[src/kms_pkg.sv]
package kms_pkg;
  // register byte offsets
  localparam logic [7:0] KMS_CTRL_OFS = 8'h00;
  localparam logic [7:0] KMS_STAT_OFS = 8'h04;
  localparam logic [7:0] KMS_MASK_OFS = 8'h08;
  localparam logic [7:0] KMS_KEY_OFS = 8'h0C;
  localparam logic [7:0] KMS_LVL_OFS = 8'h10;
  // control fields
  localparam int KMS_CTRL_EN_BIT = 0;
  localparam int KMS_CTRL_ROWS_LSB = 4;
  localparam int KMS_CTRL_COLS_LSB = 8;
  // status / mask bit positions
  localparam int KMS_ST_KEY_BIT = 0;
  localparam int KMS_ST_GHOST_BIT = 1;
  localparam int KMS_ST_OVF_BIT = 2;
  localparam int KMS_ST_W = 3;
  // reset values
  localparam logic [31:0] KMS_CTRL_RST = 32'h0000_1471;
  localparam logic [2:0] KMS_MASK_RST = 3'h0;
  // timing
  localparam int KMS_SYS_HZ = 100_000_000;
  localparam int KMS_SCAN_HZ = 128_000;
  localparam int KMS_TICK_DIV = KMS_SYS_HZ / KMS_SCAN_HZ;
  localparam int KMS_DEB_TICKS = 4;
  // control register contents
  typedef struct packed {
    logic [4:0] cols;
    logic [3:0] rows;
    logic en;
  } kms_ctrl_t;
  // the key matrix column pins
  typedef struct packed {
    logic [19:0] col;
    logic [19:0] col_oe;
  } kms_cols_t;
endpackage

[src/kms_scanner.sv]
`timescale 1ns/100ps
// Functional notes
// RULE1: column count programmable from 1 to 20
// RULE2: row count programmable 1 to 8
// RULE3: sixteen byte key code buffer
// RULE4: scan steps at 128 kHz rate
// RULE5: scan clock request dropped when idle
// RULE6: n-key rollover, ghost pair locked out
// RULE7: codes held until read or overflow
// RULE8: rows debounced and glitches filtered
// RULE9: three states idle scan end, starts idle
// RULE10: idle drives all columns high
// RULE11: row change in idle starts scan
// RULE12: idle clears row-hit and key index
// RULE13: row then column counting, then scan end
// RULE14: key index advances per scanned position
// RULE15: row-hit ORs rows when two hits
// RULE16: hit on a row already hit in an earlier multi-hit column sets ghost flag
// RULE17: scan end rescans on keys, else idle
// RULE18: host may poll key status register
// RULE19: full buffer drops code, sets overflow
module kms_scanner
  import kms_pkg::*;
#(
  parameter int DEPTH = 16,
  parameter int MAX_ROWS = 8,
  parameter int MAX_COLS = 20
)
(
  input wire logic pclk,
  input wire logic presetn,
  input wire logic psel,
  input wire logic penable,
  input wire logic pwrite,
  input wire logic [7:0] paddr,
  input wire logic [31:0] pwdata,
  output logic [31:0] prdata,
  output logic pready,
  output logic pslverr,
  input wire logic [7:0] row_in,
  output kms_pkg::kms_cols_t cols_out,
  output logic clk_req,
  output logic irq
);
  import kms_pkg::*;

  initial
  begin
    if (DEPTH != 16 || MAX_ROWS != 8 || MAX_COLS != 20)
      $error("kms_scanner: only the 16 deep, 8 by 20 geometry is supported");
  end

  typedef enum logic [1:0] {KMS_IDLE, KMS_SCAN, KMS_SEND} kms_state_t;
  // half a scan step: long enough to drop spikes, short enough to settle per column
  localparam int DEB_HOLD = KMS_TICK_DIV / 2;

  kms_state_t state; // scan sequencer
  kms_ctrl_t ctrl; // software control
  logic [2:0] stat; // sticky events
  logic [2:0] mask; // interrupt enables
  logic [7:0] row_s1, row_s2; // row synchroniser
  logic [7:0] row_deb; // filtered row levels
  logic [7:0] row_cand; // candidate level under test
  logic [9:0] deb_cnt; // cycles the rows have held still
  logic [9:0] div_cnt; // tick divider
  logic tick; // one 128 kHz step
  logic [2:0] row_cnt; // current row
  logic [4:0] col_cnt; // current column
  logic [7:0] key_idx; // linear key position
  logic [7:0] row_hit; // rows with multi-hit columns
  logic [7:0] col_hits; // hits seen in this column
  logic any_key; // a key found this pass
  logic [7:0] fifo [0:15]; // key code buffer
  logic [3:0] wptr, rptr; // buffer pointers
  logic [4:0] count; // buffer fill
  logic [7:0] row_idle; // row level from the previous cycle

  wire acc = psel && penable;
  wire wr = acc && pwrite;
  wire rd_key = acc && !pwrite && paddr == KMS_KEY_OFS;
  wire last_row = row_cnt == 3'(ctrl.rows - 4'd1);
  wire last_col = col_cnt == ctrl.cols - 5'd1;
  wire hit = row_deb[row_cnt];
  // a ghost needs this row already hit in an earlier multi-key column
  wire ghost = hit && row_hit[row_cnt];
  wire push = state == KMS_SCAN && tick && hit && !ghost;
  wire full = count == 5'd16;
  wire pop = rd_key && count != 5'd0;
  // two or more hits in the column counting the current row
  wire [7:0] hits_now = col_hits | (hit ? 8'(1) << row_cnt : 8'h00);
  wire multi = (hits_now & (hits_now - 8'h01)) != 8'h00;

  ////////////////////////////////////////////////////////////////////////
  // row synchroniser and debounce
  always_ff @(posedge pclk or negedge presetn)
  begin
    if (!presetn)
    begin
      row_s1 <= 8'h00;
      row_s2 <= 8'h00;
    end
    else
    begin
      row_s1 <= row_in;
      row_s2 <= row_s1;
    end
  end

  // a new column's first row is sampled one step after the move, so the filter must settle inside one step
  always_ff @(posedge pclk or negedge presetn)
  begin
    if (!presetn)
    begin
      row_cand <= 8'h00;
      deb_cnt <= 10'd0;
      row_deb <= 8'h00;
    end
    else if (row_s2 != row_cand)
    begin
      row_cand <= row_s2; // RULE8
      deb_cnt <= 10'd0;
    end
    else if (deb_cnt != 10'(DEB_HOLD))
      deb_cnt <= deb_cnt + 10'd1;
    else
      row_deb <= row_cand; // RULE8
  end

  ////////////////////////////////////////////////////////////////////////
  // 128 kHz step, only runs while the clock is requested
  always_ff @(posedge pclk or negedge presetn)
  begin
    if (!presetn)
    begin
      div_cnt <= 10'd0;
      tick <= 1'b0;
    end
    else if (!clk_req)
    begin
      div_cnt <= 10'd0; // RULE5
      tick <= 1'b0;
    end
    else if (div_cnt == 10'(KMS_TICK_DIV - 1))
    begin
      div_cnt <= 10'd0;
      tick <= 1'b1; // RULE4
    end
    else
    begin
      div_cnt <= div_cnt + 10'd1;
      tick <= 1'b0;
    end
  end

  ////////////////////////////////////////////////////////////////////////
  // sequencer
  always_ff @(posedge pclk or negedge presetn)
  begin
    if (!presetn)
    begin
      state <= KMS_IDLE; // RULE9
      clk_req <= 1'b0;
      row_idle <= 8'h00;
    end
    else
    begin
      // tracked in every state so a return to idle compares against a fresh view
      row_idle <= row_s2;
      case (state)
        KMS_IDLE:
        begin
          // any edge on a row wakes the scanner
          if (ctrl.en && row_s2 != row_idle)
          begin
            clk_req <= 1'b1; // RULE11
            state <= KMS_SCAN; // RULE11
          end
        end
        KMS_SCAN:
          if (tick && last_row && last_col)
            state <= KMS_SEND; // RULE13
        KMS_SEND:
          if (any_key)
            state <= KMS_SCAN; // RULE17
          else
          begin
            state <= KMS_IDLE; // RULE17
            clk_req <= 1'b0; // RULE5 RULE17
          end
        default:
          state <= KMS_IDLE;
      endcase
    end
  end

  ////////////////////////////////////////////////////////////////////////
  // row, column and key index counters
  always_ff @(posedge pclk or negedge presetn)
  begin
    if (!presetn)
    begin
      row_cnt <= 3'd0;
      col_cnt <= 5'd0;
      key_idx <= 8'h00;
    end
    else if (state != KMS_SCAN)
    begin
      row_cnt <= 3'd0;
      col_cnt <= 5'd0;
      if (state == KMS_IDLE)
        key_idx <= 8'h00; // RULE12
      else
        key_idx <= 8'h00; // each pass restarts at position zero
    end
    else if (tick)
    begin
      key_idx <= key_idx + 8'h01; // RULE14
      if (last_row)
      begin
        row_cnt <= 3'd0; // RULE2 RULE13
        col_cnt <= last_col ? 5'd0 : col_cnt + 5'd1; // RULE1 RULE13
      end
      else
        row_cnt <= row_cnt + 3'd1; // RULE13
    end
  end

  ////////////////////////////////////////////////////////////////////////
  // ghost tracking
  always_ff @(posedge pclk or negedge presetn)
  begin
    if (!presetn)
    begin
      row_hit <= 8'h00;
      col_hits <= 8'h00;
      any_key <= 1'b0;
    end
    else if (state != KMS_SCAN)
    begin
      row_hit <= 8'h00; // RULE12
      col_hits <= 8'h00;
      any_key <= 1'b0;
    end
    else if (tick)
    begin
      if (hit)
        any_key <= 1'b1;
      if (last_row)
      begin
        col_hits <= 8'h00;
        if (multi)
          row_hit <= row_hit | row_deb; // RULE15
      end
      else
        col_hits <= hits_now;
    end
  end

  ////////////////////////////////////////////////////////////////////////
  // column drive: all high at idle, one column low while scanning
  always_ff @(posedge pclk or negedge presetn)
  begin
    if (!presetn)
    begin
      cols_out.col <= '1;
      cols_out.col_oe <= '1;
    end
    else
    begin
      cols_out.col_oe <= '1;
      if (state == KMS_SCAN)
        cols_out.col <= ~(20'(1) << col_cnt);
      else
        cols_out.col <= '1; // RULE10
    end
  end

  ////////////////////////////////////////////////////////////////////////
  // key code buffer; ghost keys never enter it
  always_ff @(posedge pclk)
  begin
    if (push && !full)
      fifo[wptr] <= key_idx; // RULE3 RULE6
  end

  always_ff @(posedge pclk or negedge presetn)
  begin
    if (!presetn)
    begin
      wptr <= 4'd0;
      rptr <= 4'd0;
      count <= 5'd0;
    end
    else
    begin
      if (push && !full)
        wptr <= wptr + 4'd1;
      if (pop)
        rptr <= rptr + 4'd1; // RULE7
      count <= count + 5'(push && !full) - 5'(pop); // RULE7
    end
  end

  ////////////////////////////////////////////////////////////////////////
  // registers over apb; set wins over a write-one clear
  always_ff @(posedge pclk or negedge presetn)
  begin
    if (!presetn)
    begin
      ctrl <= '{cols: KMS_CTRL_RST[KMS_CTRL_COLS_LSB +: 5],
                rows: KMS_CTRL_RST[KMS_CTRL_ROWS_LSB +: 4], en: KMS_CTRL_RST[KMS_CTRL_EN_BIT]};
      mask <= KMS_MASK_RST;
      stat <= 3'h0;
    end
    else
    begin
      if (wr && paddr == KMS_CTRL_OFS)
      begin
        ctrl.en <= pwdata[KMS_CTRL_EN_BIT];
        // out of range sizes are clamped so the counters always terminate
        if (pwdata[KMS_CTRL_ROWS_LSB +: 4] == 4'd0)
          ctrl.rows <= 4'd1;
        else if (pwdata[KMS_CTRL_ROWS_LSB +: 4] > 4'd8)
          ctrl.rows <= 4'd8; // RULE2
        else
          ctrl.rows <= pwdata[KMS_CTRL_ROWS_LSB +: 4];
        if (pwdata[KMS_CTRL_COLS_LSB +: 5] == 5'd0)
          ctrl.cols <= 5'd1;
        else if (pwdata[KMS_CTRL_COLS_LSB +: 5] > 5'd20)
          ctrl.cols <= 5'd20; // RULE1
        else
          ctrl.cols <= pwdata[KMS_CTRL_COLS_LSB +: 5];
      end
      if (wr && paddr == KMS_MASK_OFS)
        mask <= pwdata[2:0];
      stat <= (stat & ~((wr && paddr == KMS_STAT_OFS) ? pwdata[2:0] : 3'h0))
              | {push && full, // RULE19
                 state == KMS_SCAN && tick && ghost, // RULE16 RULE6
                 push};
    end
  end

  // read data, ready and error; unmapped addresses answer slverr
  always_ff @(posedge pclk or negedge presetn)
  begin
    if (!presetn)
    begin
      prdata <= 32'h0000_0000;
      pready <= 1'b0;
      pslverr <= 1'b0;
      irq <= 1'b0;
    end
    else
    begin
      irq <= |(stat & mask);
      pready <= psel && !penable;
      pslverr <= psel && !penable && !(paddr == KMS_CTRL_OFS || paddr == KMS_STAT_OFS
                 || paddr == KMS_MASK_OFS || paddr == KMS_KEY_OFS || paddr == KMS_LVL_OFS);
      case (paddr)
        KMS_CTRL_OFS: prdata <= {19'h0, ctrl.cols, ctrl.rows, 3'h0, ctrl.en};
        KMS_STAT_OFS: prdata <= {29'h0, stat}; // RULE18
        KMS_MASK_OFS: prdata <= {29'h0, mask};
        KMS_KEY_OFS: prdata <= {24'h0, count == 5'd0 ? 8'hFF : fifo[rptr]};
        KMS_LVL_OFS: prdata <= {27'h0, count};
        default: prdata <= 32'h0000_0000;
      endcase
    end
  end
endmodule

[config.mk]
export PLATFORM = sky130hd
export DESIGN_NAME = kms_scanner
export DESIGN_NICKNAME = d
export VERILOG_FILES = /design/src/kms_pkg.sv /design/src/kms_scanner.sv
export SDC_FILE = /design/constraint.sdc
export NUM_CORES = 1
export LEC_CHECK = 0
export BUFFER_PORTS_ARGS = -buffer_cell sky130_fd_sc_hd__buf_4
export CAP_MARGIN = 5
export CORE_MARGIN = 2
export CORE_UTILIZATION = 40
export CTS_CLUSTER_SIZE = 24
export DETAILED_ROUTE_END_ITERATION = 6
export PLACE_DENSITY = 0.6
export SYNTH_ARGS = -nofsm -noshare
export SYNTH_HDL_FRONTEND = slang
export SYNTH_SLANG_ARGS = --single-unit
[constraint.sdc]
create_clock -name pclk -period 4.6 [get_ports pclk]
set_input_delay 0.69 -clock pclk [delete_from_list [all_inputs] [get_ports pclk]]
set_output_delay 0.69 -clock pclk [all_outputs]
set_load 0.02 [all_outputs]
==> reports/results.tsv <==
stage	metric	value	unit
outcome	status	finished clean	
grt	pin count of the biggest net entering global routing	102	
timing	crit share post-route	78.8	%
route	wire length per cell	17.1	um
logic_synthesis	post-synthesis xor/xnor area fraction	3.86	%
clock_tree	clock sinks	290	
clock_tree	CTS Buffer Depth	3	
setup_path	delay of the slowest critical-path stage	0.64	ns
clock_tree	setup bufs post-CTS	0	
logic_synthesis	register bit total from synthesis	290	
clock_tree	Post-CTS Hold Buffers	0	
place	Final GP Congestion	0.786	
setup_path	WS Path Type	reg2reg	
timing	Hold Fails Final Rpt	0	
pwr	Static Leakage	5.36	nW
timing	Fmax achieved	276	MHz
place	Port Buf Inserts	69	
run	maximum capacitance violations	0	
setup_path	Worst Path Buf+Inv	2	
logic_synthesis	Compound-Gate Fraction of Synth Area	4.49	%
logic_synthesis	synth unique cells	63	
route	Antenna Violating Nets Remaining	0	
grt	total track usage	15.0	%
logic_synthesis	Async SR Flop Fraction	55.9	%
route	drt drc	0	
timing	Slew @ Worst Pin	0.922	ns
logic_synthesis	post-synthesis simple-gate area fraction	11.6	%
grt	global route total overflow	0	
floorplan	# rows	65	
setup_path	WP data required	5.07	ns
floorplan	Die W	182	um
clock_tree	Post-CTS Resized	0	
setup_path	Worst setup EP type	register	
final_layout	Layout area overhead	14.7	%
floorplan	die height	182	um
clock_tree	CTS tree	yes	
clock_tree	total CTS buffers	31	
final_layout	number of diodes	0	
logic_synthesis	Cells after Synth	924	
pwr	VDD IR max	0.256	mV
route	Met3 Wirelength	1200	um
route	M1 WL	11700	um
setup_path	RR Endpoint	count[4]	
final_layout	layout cell share with drive strength beyond 1	22.4	%
logic_synthesis	adder-cell area share of the yosys netlist	3.13	%
logic_synthesis	largest family of logic cells by synthesized area	simple AND/OR/NAND/NOR gates	
pwr	power per cell area	389	nW/um^2
grt	initial antenna violation count	0	
logic_synthesis	sequential share of the synthesized area	62.9	%
grt	first-pass GRT wire length	39300	um
final_layout	Final #Nets	1086	
setup_path	crit path max fanout	10	
route	final WL	24400	um
setup_path	Max stage delay cell, worst path	dfrtp_1	
floorplan	starting density of the core	40.3	%
logic_synthesis	synthesized cell area	12600	sq um
floorplan	Core ar.	31300	sq um
route	Top Metal Used	met4	
timing	Pins Over Slew Limit	0	
logic_synthesis	syn_area_per_cell	13.7	sq um
floorplan	num ports	129	
route	vias per cell	5.05	
floorplan	die area	33000	sq um
logic_synthesis	Syn. warnings	0	
clock_tree	H-tree depth	1	
final_layout	final std cells w/o fill	1428	
setup_path	startpoint types	register	
timing	clk_skew	0.00750	ns
place	hpwl dp	16400	um
timing	Final min period	3.63	ns
setup_path	critical path cell sequence	mux2i_1 > mux4_2 > nor4b_4 > inv_4 > ha_1 > inv_1 > ha_1 > fa_1 > a21oi_1 > nor2_1 > nor2_1 > xnor2_1	
setup_path	crit-path leading delay family	adder cells	
setup_path	R2R depth	12	
grt	vias in the first global route	7182	
final_layout	Final Util	46.2	%
route	Via Count	7208	
timing	final setup vio count	0	
timing	minimum hold slack	0.248	ns
timing	setup TNS	0	ns
place	placed insts	1371	
timing	unrepaired setup endpoints after global routing	no	
clock_tree	clock transition at the registers of the reported paths	0.06	ns
setup_path	Worst R2R Start	row_cnt[1]	
route	First-pass DRT Iterations	5	
min_path	Hold/Removal Path Class	in2async	
route	initial drt markers	591	
logic_synthesis	multiplexer area fraction after synthesis	9.40	%
clock_tree	clk_lat worst skew	0.55	ns
route	DR WL met2	11000	um
setup_path	flop-to-flop setup slack	0.97	ns
timing	Slew Limit Headroom	38.4	%
clock_tree	clk root buf	clkbuf_16	
setup_path	Worst EP arrival	4.09	ns
logic_synthesis	Main synth FF type	dfrtp_1	
logic_synthesis	number of synthesized flops with an enable pin	128	
-- cell families (layout without fill, tap and decap cells) --
| group | Yosys count | in the layout |
|---|---|---|
| AND/OR/NAND/NOR | 282 | 282 |
| flip-flops | 290 | 290 |
| buffers and inverters | 110 | 175 |
| XOR/XNOR | 54 | 54 |
| AO/OA/AOI/OAI | 92 | 92 |
| multiplexers | 63 | 63 |
| other | 2 | 39 |
| adder cells (fa/ha/maj) | 31 | 31 |
-- cell usage after synthesis, types with 5 or more instances --
cell type    n  share of area (%)
and2_1      24                1.2
o21ai_0     35                1.4
edfxtp_1   128                 30
xnor2_1     25                1.7
nand2_1     65                1.9
dfstp_2     26                5.4
mux4_2      43                7.7
nor2b_1      6               0.30
nand4_1     20               0.99
nor4_1      10               0.50
a21oi_1     23               0.91
xor2_1      28                1.9
nand3_1     35                1.4
buf_2        5               0.20
ha_1        30                3.0
dfrtp_1    136                 27
o22ai_1      7               0.35
buf_4       40                2.4
mux2i_1      6               0.48
nand2b_1     5               0.25
nor2_1      70                2.1
clkbuf_1    26               0.77
inv_1       35                1.0
nand3b_1     5               0.30
mux2_2      14                1.2
nor3b_1      5               0.30
nor3_1      13               0.52
-- stage by stage --
step	total power [mW]	setup WS [ns]	cell area (sq um)
2_1_floorplan	3.11	1.23	12800
3_3_place_gp	3.21	0.800	13400
3_5_place_dp	3.21	0.784	13400
4_1_cts	5.71	0.938	14500
5_1_grt	5.87	0.617	14500
6_report	5.63	0.975	14500
-- per-layer routing --
| layer | GRT usage, % | vias up |
|---|---|---|
| li1 | - | 3420 |
| met1 | 22.0 | 3547 |
| met2 | 23.6 | 202 |
| met3 | 2.21 | 39 |
| met4 | 3.67 | 0 |
| met5 | 0 | - |
-- how the worst max path moves through the flow --
stage               startpoint        to  slack [ns]  cells after the start
finish              row_cnt[1]  count[4]        0.97                     12
global route        row_cnt[1]  count[4]        0.62                     12
floorplan             paddr[0]  count[4]        1.23                     12
global placement      paddr[0]  count[4]        0.80                     13
CTS                 row_cnt[1]  count[4]        0.94                     12
detailed placement    paddr[0]  count[4]        0.78                     13
-- layout by cell type (no fill, tap or decap), drive strengths merged, types with 24 or more instances in the layout --
master,Yosys,routed
buf,48,82
mux4,43,43
nand2,65,65
dfrtp,136,136
nand3,35,35
dfstp,26,26
nor2,70,70
inv,36,39
xor2,28,28
clkbuf,26,39
and2,24,24
xnor2,25,25
o21ai,35,35
conb,2,39
ha,30,30
edfxtp,128,128
-- registers in the layout, indices dropped and copies added, names as in the netlist, 4 cells and up --
signal    count
fifo        128
count         5
row_s2        8
row_hit       8
col_cnt       5
rptr          4
ctrl         10
row_cand      8
key_idx       8
row_s1        8
row_deb       8
deb_cnt      10
cols_out     20
row_idle      8
div_cnt      10
prdata       13
col_hits      8
wptr          4
-- layout make-up --
type	instances	area [sq um]
timing repair buffer	82	619
multi-input combinational	561	4240
clock inverter	18	155
sequential	290	7930
inverter	36	138
fill	2732	16800
tap	402	503
clock buffer	39	880
-- power by group --
| group | internal (mW) | switching [mW] | total (mW) |
|---|---|---|---|
| Sequential | 2.75 | 0.0567 | 2.81 |
| Clock | 1.47 | 1.01 | 2.48 |
| Combinational | 0.132 | 0.215 | 0.347 |
Note: power is estimated with default switching activity, not from simulation.
